===== src/verilog/ews_pkg.sv =====
package ews_pkg;

  // ----------------------------------------------------------------
  // register map (core memory-mapped register offsets)
  // ----------------------------------------------------------------
  localparam logic [6:0]  EWS_ADDR_COUNTS = 7'h28;
  localparam logic [6:0]  EWS_ADDR_CONFIG = 7'h2B;
  localparam logic [15:0] EWS_COUNTS_RST  = 16'h7FFF;
  localparam logic [15:0] EWS_CONFIG_RST  = 16'h0000;
  localparam logic [15:0] EWS_CONFIG_MASK = 16'h0001;

  // ----------------------------------------------------------------
  // field layout of external_wait_counts
  // ----------------------------------------------------------------
  localparam int EWS_FLD_W     = 3;
  localparam int EWS_LSB_IO    = 12;
  localparam int EWS_LSB_DHI   = 9;
  localparam int EWS_LSB_DLO   = 6;
  localparam int EWS_LSB_PHI   = 3;
  localparam int EWS_LSB_PLO   = 0;
  localparam int EWS_BIT_SPLIT = 15;
  localparam int EWS_BIT_DBL   = 0;
  localparam int EWS_HALF_BIT  = 15;  // address bit splitting a 64K page

  // ----------------------------------------------------------------
  // widths
  // ----------------------------------------------------------------
  localparam int EWS_ADDR_W = 23;
  localparam int EWS_CNT_W  = 4;     // up to fourteen extra cycles
  localparam logic [EWS_CNT_W-1:0] EWS_CNT_ZERO = 4'h0;

  typedef enum logic [1:0] {
    EWS_SP_PROG = 2'h0,
    EWS_SP_DATA = 2'h1,
    EWS_SP_IO   = 2'h2
  } ews_space_t;

  typedef struct packed {
    ews_space_t              space;
    logic [EWS_ADDR_W-1:0]   addr;
  } ews_req_t;

  // gray sequence idle -> count -> ready -> done -> idle
  typedef enum logic [1:0] {
    EWS_ST_IDLE  = 2'b00,
    EWS_ST_COUNT = 2'b01,
    EWS_ST_READY = 2'b11,
    EWS_ST_DONE  = 2'b10
  } ews_state_t;

endpackage


===== src/verilog/ews_down_counter.sv =====
`timescale 1ns/100ps
module ews_down_counter
  import ews_pkg::*;
#(
  parameter int CNT_W = EWS_CNT_W
)(
  input  wire logic             sys_clk,   // core machine clock
  input  wire logic             rst_b,     // async reset, active low
  input  wire logic             load,      // take a new count
  input  wire logic [CNT_W-1:0] load_val,  // count of wait cycles
  output logic                  expired    // count has reached zero
);

  logic [CNT_W-1:0] cnt_r;

  // ----------------------------------------------------------------
  // down counter
  // ----------------------------------------------------------------
  // load wins over decrement so back to back accesses restart cleanly
  always_ff @(posedge sys_clk or negedge rst_b) begin
    if (!rst_b) begin
      cnt_r <= '0;
    end else if (load) begin
      cnt_r <= load_val;                       // RULE16
    end else if (cnt_r != '0) begin
      cnt_r <= cnt_r - CNT_W'(1);
    end
  end

  assign expired = (cnt_r == '0);

endmodule


===== src/verilog/ews_wait_state_gen.sv =====
`timescale 1ns/100ps
// Overview of operation
// RULE1: any external cycle may be stretched, software maximum fourteen extra cycles.
// RULE2: beyond that, the access stays held while external ready is low.
// RULE3: all ranges at zero waits turns the wait logic clock off.
// RULE4: low fifteen bits hold five 0..7 base counts, one per range.
// RULE5: after reset every range inserts seven wait states.
// RULE6: bits 14..12 give the base count for all I/O accesses.
// RULE7: bits 11..9 give the base count for upper data space.
// RULE8: bits 8..6 give the base count for lower data space.
// RULE9: split clear: bits 5..3 cover upper half of each program page.
// RULE10: split set: upper program field is ignored entirely.
// RULE11: bits 2..0 cover lower program half, or all program space if split.
// RULE12: bit 15, reset zero, chooses how program addresses are split.
// RULE13: config bit 0 scales counts by one or two; resets clear.
// RULE14: doubling gives up to fourteen waits; clear leaves counts unchanged.
// RULE15: config bits 15..1 read zero and ignore writes.
// RULE16: decode each access, load down-counter, hold until expired and ready.
module ews_wait_state_gen
  import ews_pkg::*;
(
  input  wire logic        sys_clk,          // core machine clock, 200 MHz
  input  wire logic        rst_b,            // async reset, active low
  // memory-mapped register port of the core
  input  wire logic        mmr_sel,          // register access this cycle
  input  wire logic        mmr_wr,           // 1 write, 0 read
  input  wire logic [6:0]  mmr_addr,         // register offset
  input  wire logic [15:0] mmr_wdata,        // write data
  output logic [15:0]      mmr_rdata_r,      // read data, one cycle later
  output logic             mmr_ack_r,        // register access answered
  // external access from the core
  input  wire logic        acc_start,        // one-cycle start of access
  input  wire ews_req_t    acc_req,          // space and address
  output logic             acc_hold_r,       // core must stall the cycle
  output logic             acc_done_r,       // one-cycle end of access
  // external pin and status
  input  wire logic        ext_ready_pin,    // external ready, active high
  output logic             wait_clk_on_r     // wait logic clock running
);

  // ----------------------------------------------------------------
  // declarations
  // ----------------------------------------------------------------
  logic [15:0]          counts_r;
  logic [15:0]          config_r;
  ews_state_t           state_r;
  ews_state_t           state_nxt;
  logic                 ready_meta_r;
  logic                 ready_sync_r;
  logic [EWS_CNT_W-1:0] wait_nxt;
  logic                 cnt_load;
  logic                 cnt_expired;
  logic                 all_zero;
  logic                 wr_counts;
  logic                 wr_config;

  // ----------------------------------------------------------------
  // helper functions
  // ----------------------------------------------------------------
  // extract one 3-bit base field from the counts register
  function automatic logic [EWS_FLD_W-1:0] fld(input logic [15:0] r,
                                               input int lsb);
    fld = r[lsb +: EWS_FLD_W];
  endfunction

  // pick the base count for one access from space and address
  function automatic logic [EWS_FLD_W-1:0] base_for(
      input logic [15:0]           r,
      input ews_req_t              q);
    logic hi;
    hi = q.addr[EWS_HALF_BIT];
    case (q.space)
      EWS_SP_IO:   base_for = fld(r, EWS_LSB_IO);                 // RULE6
      EWS_SP_DATA: base_for = hi ? fld(r, EWS_LSB_DHI)            // RULE7
                                 : fld(r, EWS_LSB_DLO);           // RULE8
      EWS_SP_PROG: begin
        if (r[EWS_BIT_SPLIT]) begin                               // RULE12
          base_for = fld(r, EWS_LSB_PLO);                   // RULE10 RULE11
        end else begin
          base_for = hi ? fld(r, EWS_LSB_PHI)                     // RULE9
                        : fld(r, EWS_LSB_PLO);                    // RULE11
        end
      end
      default:     base_for = fld(r, EWS_LSB_IO);
    endcase
  endfunction

  // apply the one-or-two multiplier
  function automatic logic [EWS_CNT_W-1:0] scaled(
      input logic [EWS_FLD_W-1:0] b,
      input logic                 dbl);
    logic [EWS_CNT_W-1:0] w;
    w = {1'b0, b};
    scaled = dbl ? {w[EWS_CNT_W-2:0], 1'b0} : w;           // RULE13 RULE14
  endfunction

  // ----------------------------------------------------------------
  // register writes
  // ----------------------------------------------------------------
  assign wr_counts = mmr_sel && mmr_wr && (mmr_addr == EWS_ADDR_COUNTS);
  assign wr_config = mmr_sel && mmr_wr && (mmr_addr == EWS_ADDR_CONFIG);

  // all five base counts plus the split bit, writable as a whole word
  always_ff @(posedge sys_clk or negedge rst_b) begin
    if (!rst_b) begin
      counts_r <= EWS_COUNTS_RST;                         // RULE5 RULE12
    end else if (wr_counts) begin
      counts_r <= mmr_wdata;                              // RULE4
    end
  end

  // only the multiplier bit is stored; the rest stay zero
  always_ff @(posedge sys_clk or negedge rst_b) begin
    if (!rst_b) begin
      config_r <= EWS_CONFIG_RST;                         // RULE13
    end else if (wr_config) begin
      config_r <= mmr_wdata & EWS_CONFIG_MASK;            // RULE15
    end
  end

  // ----------------------------------------------------------------
  // register reads
  // ----------------------------------------------------------------
  // unmapped offsets read as zero so the core bus never sees junk
  always_ff @(posedge sys_clk or negedge rst_b) begin
    if (!rst_b) begin
      mmr_rdata_r <= 16'h0000;
      mmr_ack_r   <= 1'b0;
    end else begin
      mmr_ack_r <= mmr_sel;
      if (mmr_sel && !mmr_wr) begin
        case (mmr_addr)
          EWS_ADDR_COUNTS: mmr_rdata_r <= counts_r;
          EWS_ADDR_CONFIG: mmr_rdata_r <= config_r;       // RULE15
          default:         mmr_rdata_r <= 16'h0000;
        endcase
      end else begin
        mmr_rdata_r <= 16'h0000;
      end
    end
  end

  // ----------------------------------------------------------------
  // ready pin synchroniser
  // ----------------------------------------------------------------
  // the pin is asynchronous to the core clock; only the second stage
  // is looked at by the sequencer
  always_ff @(posedge sys_clk or negedge rst_b) begin
    if (!rst_b) begin
      ready_meta_r <= 1'b0;
      ready_sync_r <= 1'b0;
    end else begin
      ready_meta_r <= ext_ready_pin;
      ready_sync_r <= ready_meta_r;
    end
  end

  // ----------------------------------------------------------------
  // zero-wait detection and clock gating
  // ----------------------------------------------------------------
  // upper program field does not count while the split bit is set
  assign all_zero =
      (fld(counts_r, EWS_LSB_IO)  == '0) &&
      (fld(counts_r, EWS_LSB_DHI) == '0) &&
      (fld(counts_r, EWS_LSB_DLO) == '0) &&
      (fld(counts_r, EWS_LSB_PLO) == '0) &&
      (counts_r[EWS_BIT_SPLIT] ||
       (fld(counts_r, EWS_LSB_PHI) == '0));                // RULE10

  // modelled as an enable on the counter load: when off, the counter
  // is never loaded, though a count already loaded still runs down to zero
  always_ff @(posedge sys_clk or negedge rst_b) begin
    if (!rst_b) begin
      wait_clk_on_r <= 1'b1;
    end else begin
      wait_clk_on_r <= !all_zero;                         // RULE3
    end
  end

  // ----------------------------------------------------------------
  // wait count of the access being started
  // ----------------------------------------------------------------
  assign wait_nxt = scaled(base_for(counts_r, acc_req),
                           config_r[EWS_BIT_DBL]);        // RULE1
  assign cnt_load = (state_r == EWS_ST_IDLE) && acc_start &&
                    wait_clk_on_r && (wait_nxt != EWS_CNT_ZERO);

  ews_down_counter #(
    .CNT_W    (EWS_CNT_W)
  ) u_cnt (
    .sys_clk  (sys_clk),
    .rst_b    (rst_b),
    .load     (cnt_load),
    .load_val (wait_nxt),
    .expired  (cnt_expired)
  );

  // ----------------------------------------------------------------
  // access sequencer
  // ----------------------------------------------------------------
  always_comb begin
    state_nxt = state_r;
    case (state_r)
      EWS_ST_IDLE: begin
        if (acc_start) begin
          state_nxt = cnt_load ? EWS_ST_COUNT : EWS_ST_READY; // RULE16
        end
      end
      EWS_ST_COUNT: begin
        if (cnt_expired) begin
          state_nxt = EWS_ST_READY;
        end
      end
      EWS_ST_READY: begin
        if (ready_sync_r) begin
          state_nxt = EWS_ST_DONE;                        // RULE2
        end
      end
      EWS_ST_DONE:  state_nxt = EWS_ST_IDLE;
      default:      state_nxt = EWS_ST_IDLE;
    endcase
  end

  always_ff @(posedge sys_clk or negedge rst_b) begin
    if (!rst_b) begin
      state_r <= EWS_ST_IDLE;
    end else begin
      state_r <= state_nxt;
    end
  end

  // hold covers counting and the ready wait; done pulses at the end
  always_ff @(posedge sys_clk or negedge rst_b) begin
    if (!rst_b) begin
      acc_hold_r <= 1'b0;
      acc_done_r <= 1'b0;
    end else begin
      acc_hold_r <= (state_nxt == EWS_ST_COUNT) ||
                    (state_nxt == EWS_ST_READY);          // RULE16
      acc_done_r <= (state_nxt == EWS_ST_DONE);
    end
  end

endmodule


===== config.mk =====
export PLATFORM = sky130hd
export DESIGN_NAME = ews_wait_state_gen
export DESIGN_NICKNAME = d
export VERILOG_FILES = /design/src/verilog/ews_pkg.sv /design/src/verilog/ews_down_counter.sv /design/src/verilog/ews_wait_state_gen.sv
export SDC_FILE = /design/constraint.sdc
export NUM_CORES = 1
export LEC_CHECK = 0
export BUFFER_PORTS_ARGS = -buffer_cell sky130_fd_sc_hd__buf_2
export CAP_MARGIN = 40
export CORE_UTILIZATION = 30
export CTS_CLUSTER_DIAMETER = 200
export DETAILED_ROUTE_END_ITERATION = 10
export SLEW_MARGIN = 5
export SYNTH_ARGS = -nofsm -noshare
export SYNTH_HDL_FRONTEND = slang
export SYNTH_SLANG_ARGS = --single-unit

===== constraint.sdc =====
create_clock -name sys_clk -period 2.8 [get_ports sys_clk]
set_input_delay 0.14 -clock sys_clk [delete_from_list [all_inputs] [get_ports sys_clk]]
set_output_delay 0.14 -clock sys_clk [all_outputs]
set_load 0.01 [all_outputs]

-- Yosys cells after proc, flatten, opt, wreduce, memory -nomap -nowiden
Cells that the tools add are included.
- bits in registers: 45
- input port bits: 54
- output and inout bits: 20
- logic and storage cells: 61
- $add $sub $neg: 1
- equal/unequal tests: 9
- muxes and demuxes: 14
- reductions and logical operators: 26
- operator list (cell ; number):
    case mux 16 bit (2 select lines) ; 1
    two-way mux 16 bit ; 1
    zero test 3 bit ; 5
    == test 7 x 6 -> 1 bit (second input constant) ; 2
    two-way mux 4 bit ; 3
    logical AND 1 bit ; 11
    two-way mux 3 bit ; 3
    == test 2 bit (second input constant) ; 4
    two-way mux 2 bit ; 4
    case mux 2 bit (4 select lines) ; 1
    nonzero test 4 bit ; 2
    == test 2 x 1 -> 1 bit (second input constant) ; 3
    case mux 3 bit (2 select lines) ; 1
    zero test 2 bit ; 2
    zero test 4 bit ; 1
    subtractor 4 x 1 -> 4 bit (second input constant) ; 1
    zero test 1 bit ; 2
    logical OR 1 bit ; 2
    nonzero test 2 bit ; 1

-- Longest topological paths before layout
- word-level depth: 11
- gate-level depth with buffers: 7
- mapped depth without buffers: 7

-- Modules after synthesis
From an unflattened synthesis, not the netlist that was laid out.
- cell total of the unflattened synthesis: 151
- area, all modules: 1956.9 um^2
- modules (own cells, without submodules) (module ; times used ; cells each ; area each (um^2)):
    ews_wait_state_gen ; 1 ; 129 ; 1722.9
    ews_down_counter ; 1 ; 22 ; 234.0

-- Least setup slack after synthesis
No wires, ideal clock.
- kind: reg2reg
- from: reg counts_r[15]
- to: reg u_cnt.cnt_r[1]
- setup time: 0.129 ns
- data arrival time: 1.883 ns
- data required time: 2.671 ns
- path slack: 0.788 ns
- stages on the path, launching flop included: 6
- buffers on the path: 0
- cells stage by stage: dfrtp_1 and2b_4 mux2i_1 a222oi_1 o32ai_1 a2111o_1
- longest elaborated chain between the ends: 6
- elaborated cells on any way between the ends: 7
- those cells by class: mux (4); reduce/logical (3)
- ends and longest elaborated chain (what ; line ; RTL):
    start, declared ; ews_wait_state_gen.sv:44 ; logic [15:0] counts_r;
    start signal, assigned ; ews_wait_state_gen.sv:108 ; counts_r <= mmr_wdata;
    two-way mux 3 bit * ; ews_wait_state_gen.sv:77 ; if (r[EWS_BIT_SPLIT]) begin
    case mux 3 bit (2 select lines) * ; ews_wait_state_gen.sv:72 ; case (q.space)
    two-way mux 4 bit * ; ews_wait_state_gen.sv:94 ; scaled = dbl ? {w[EWS_CNT_W-2:0], 1'b0} : w;
    nonzero test 4 bit ; ews_wait_state_gen.sv:186 ; wait_clk_on_r && (wait_nxt != EWS_CNT_ZERO);
    logical AND 1 bit ; ews_wait_state_gen.sv:186 ;
    two-way mux 4 bit / nonzero test 2 bit (equally long branches) ; -- ;
    end signal, assigned ; ews_down_counter.sv:24 ; cnt_r <= load_val;
    end signal, assigned ; ews_down_counter.sv:26 ; cnt_r <= cnt_r - CNT_W'(1);
    end, declared ; ews_down_counter.sv:14 ; logic [CNT_W-1:0] cnt_r;
Every way passes the cells marked *; elsewhere a longest branch is shown, timed or not.
A chain may end at the register's enable or synchronous reset.

-- Worst setup path after layout
- from: in mmr_sel
- to: reg counts_r[15]
- longest elaborated chain between the ends: 2
- ends and longest elaborated chain (what ; line ; RTL):
    start, declared ; ews_wait_state_gen.sv:25 ; input wire logic mmr_sel,
    logical AND 1 bit (2 in series) ; ews_wait_state_gen.sv:100 ; assign wr_counts = mmr_sel && mmr_wr && (mmr_addr == EWS_ADDR_COUNTS);
Every way passes these cells.

==> flow_metrics.py <==
metrics = {
    "sta": {
        "final.setup.tns_ps": 0,
        "min_period_ps": 2240,
        "max_freq_ghz": 0.447,
        "fin_crit_sh_pct": 79.9,
        "hold_ws_ps": 48.8,
        "maxSlewHeadroom_pct": 51.9,
        "clock-skew-final_ps": 4.58,
        "grt_setup_unrepaired": "false",
        "worstMarginPinSlew_ps": 721,
        "hold_violations": 0,
        "finalSetupViolCount": 0,
        "setup_slack_ps": 562,
        "slew_viol_final": 0,
    },
    "setup_path": {
        "path_max_fanout": 16,
        "start_kind": "input pin",
        "arrival_ps": 2410,
        "cp_top_family": "simple AND/OR/NAND/NOR gates",
        "path_cells": "dlygate4sd3_1 > buf_2 > nor4bb_1 > nand4b_1 > or3_1 > mux2_1",
        "rrSetupSlack_ps": 690,
        "crit_type": "input pin to register",
        "crit_path_end_kind": "register",
        "critical_path.max_stage_delay_ps": 650,
        "crit_required_ps": 2980,
        "worst-path-buf-inv": 2,
        "slowest_stage": "or3_1",
    },
    "grt": {
        "grt_overflow_total": 0,
        "grt_first_pass_wirelength_um": 6370,
        "antenna_found_initial": 0,
        "grt_max_degree": 25,
        "grtUsageTotal_pct": 12.8,
        "grt_pass1_vias": 1405,
    },
    "floorplan": {
        "die_h_um": 82.3,
        "fp.dieW_um": 82.3,
        "core-area_um2": 6060,
        "rows": 28,
        "initial_utilization_pct": 31.9,
        "io_pins": 74,
        "die_area_um2": 6770,
    },
    "power": {
        "seqPwrFrac_pct": 51.7,
        "powerDensity_nw_per_um2": 629,
        "p_int_w": 0.00110,
        "swShare_pct": 27.9,
        "pwr-share-clk_pct": 25.4,
        "p_leak_nw": 1.19,
        "p_sw_w": 0.000428,
        "ir_drop_mv": 0.284,
        "comb_power_share_pct": 22.9,
    },
    "place": {
        "placedCellCount": 277,
        "io_buffers": 51,
        "dp_hpwl_um": 2910,
        "place_congestion": 0.751,
        "dp_slack_ps": 716,
    },
    "yosys": {
        "syn_area_per_cell_um2": 12.7,
        "yosys.area.top_type": "dfrtp_1",
        "synthDistinctLibCells": 37,
        "synth_adder_area_share_pct": 0.647,
        "synth-compound-area-share_pct": 8.61,
        "yosys-top-cells-area": "dfrtp_1 38%, dfstp_2 22%, mux2_1 9.9%",
        "netlist_instances": 152,
        "synth-seq-area-share_pct": 59.3,
        "ys_ff_latch": 45,
        "synth-simple-area-share_pct": 16.4,
        "syn_nets": 207,
        "synth_top_family_by_area": "simple AND/OR/NAND/NOR gates",
        "synth.top_cell.area_share_pct": 37.5,
        "syn-cell-area_um2": 1930,
        "muxShareOfSynthArea_pct": 13.0,
        "synth_xor_area_share_pct": 0.453,
        "ys_warn_count": 0,
    },
    "cts": {
        "clkLatencyLatePin_ps": 290,
        "post-cts-setup-buffers": 0,
        "cts_resized": 0,
        "cts.sinks": 45,
        "h-tree-depth": 2,
        "cts-root-buf": "clkbuf_8",
        "cts_tree": "done",
        "cts.reportedPaths.clkPinSlew_ps": 80,
        "cts_buffers": 5,
        "clock_path_buffers": 2,
    },
    "detailed_routing": {
        "drtIter0Drc": 33,
        "via_per_inst": 4.83,
        "drtAntennaViolNets": 0,
        "firstDrtPassIters": 4,
        "wl_per_cell_um": 13.2,
        "drc": 0,
        "vias": 1385,
        "postRouteWirelength_um": 3780,
    },
    "cells_and_area": {
        "nets": 267,
        "utilization_pct": 40.1,
        "syn2layout_area_growth_pct": 25.8,
        "n_antenna_cell": 0,
        "drive_gt1_share_pct": 37.3,
        "instances_no_fill": 287,
        "regArea_um2": 1150,
        "fillers": 602,
        "top_regs": "counts_r x16, mmr_rdata_r x16, u_cnt.cnt_r x4",
        "multiInputGateArea_um2": 763,
    },
    "job": {
        "drv_cap": 0,
    },
    "outcome": {
        "status": "finished, final reports clean",
    },
    "min_path": {
        "min_path_type": "input pin to register",
    },
}
[worst paths after layout]
kind	depth (start not counted)	to	from
min in group asynchronous	2	counts_r[15]	rst_b
worst max register to register	7	u_cnt.cnt_r[1]	u_cnt.cnt_r[0]
worst min-delay path	2	mmr_rdata_r[0]	mmr_wr
max in group asynchronous	3	wait_clk_on_r	rst_b
worst max-delay path	6	counts_r[15]	mmr_sel
worst min register to register	0	ready_sync_r	ready_meta_r
[per-layer routing]
layer,up-vias,GRT usage (%),wire [um]
met1,680,15.3,1650
met4,0,5.26,61
met2,27,21.5,1880
li1,671,-,-
met5,-,0,0
met3,7,3.63,189
[layout make-up]
type	count	area share, %
well taps	75	3.86
clock buffers	7	3.55
multi-input cells	99	31.4
flip-flops and latches	45	47.1
repair buffers	57	13.5
inverters	4	0.617
[Yosys cell counts]
| cell | n |
|---|---|
| a2111o_1 | 1 |
| a211o_1 | 1 |
| a211oi_1 | 1 |
| a21oi_1 | 5 |
| a221o_1 | 2 |
| a221oi_1 | 2 |
| a222oi_1 | 1 |
| a31oi_1 | 1 |
| a32o_1 | 1 |
| and2_1 | 16 |
| and2b_4 | 1 |
| and3_1 | 1 |
| and3b_1 | 1 |
| clkbuf_1 | 4 |
| dfrtp_1 | 29 |
| dfstp_2 | 16 |
| ha_1 | 1 |
| inv_1 | 4 |
| mux2_1 | 17 |
| mux2i_1 | 6 |
| nand2_1 | 2 |
| nand3_1 | 1 |
| nand3b_1 | 1 |
| nand4b_1 | 1 |
| nor2_1 | 8 |
| nor2b_1 | 5 |
| nor3_1 | 4 |
| nor3b_1 | 3 |
| nor4_1 | 5 |
| nor4bb_1 | 1 |
| o2111ai_1 | 1 |
| o21ai_1 | 1 |
| o2bb2ai_1 | 1 |
| o31a_2 | 1 |
| o32ai_1 | 2 |
| or3_1 | 3 |
| xnor2_1 | 1 |
[cell usage in the layout (no fill, tap or decap), drive strengths merged, types with 2 or more instances in the layout]
cell type and instances:
dfstp 16, or3 3, mux2 17, nor2 8, o32ai 2, nand2 2, mux2i 6, nor4 5
and2 16, a21oi 5, nor3b 3, clkbuf 7, nor3 4, inv 4, buf 54, dfrtp 29
nor2b 5, dlygate4sd3 3, a221oi 2, a221o 2
[what timing repair did]
item                       CTS  global route
hold endpoints to repair    18             0
setup endpoints to repair    0             0
hold buffers                 3             0
[kinds of logic after synthesis]
kind of cell,after synthesis
AOI/OAI and AO/OA,21
DFF,45
adders and majority gates,1
xor gates and xnor gates,1
buffers and inverters,8
muxes,23
and+or+nand+nor,53
[through the flow]
stage	instance area, um2	total power, W
6_report	2430	0.00153
5_1_grt	2430	0.00163
3_5_place_dp	2320	0.00115
2_1_floorplan	1930	0.00103
3_3_place_gp	2290	0.00114
4_1_cts	2430	0.00155
[power by group through the flow]
stage | logic [W] | clock network (W) | registers, W
after floorplan | 0.000235 | 0 | 0.000797
after global placement | 0.000334 | 0 | 0.000802
after detailed placement | 0.000350 | 0 | 0.000804
after CTS | 0.000355 | 0.000409 | 0.000790
after global routing | 0.000394 | 0.000434 | 0.000805
final | 0.000351 | 0.000390 | 0.000791
[worst register-to-register path: stages (launching register included)]
cell	delay, ps
dfrtp_1	370
inv_1	100
ha_1	210
nor3b_1	460
nor2_1	80
a21oi_1	240
o32ai_1	110
a2111o_1	430
Power figures use the tool's default switching activity.
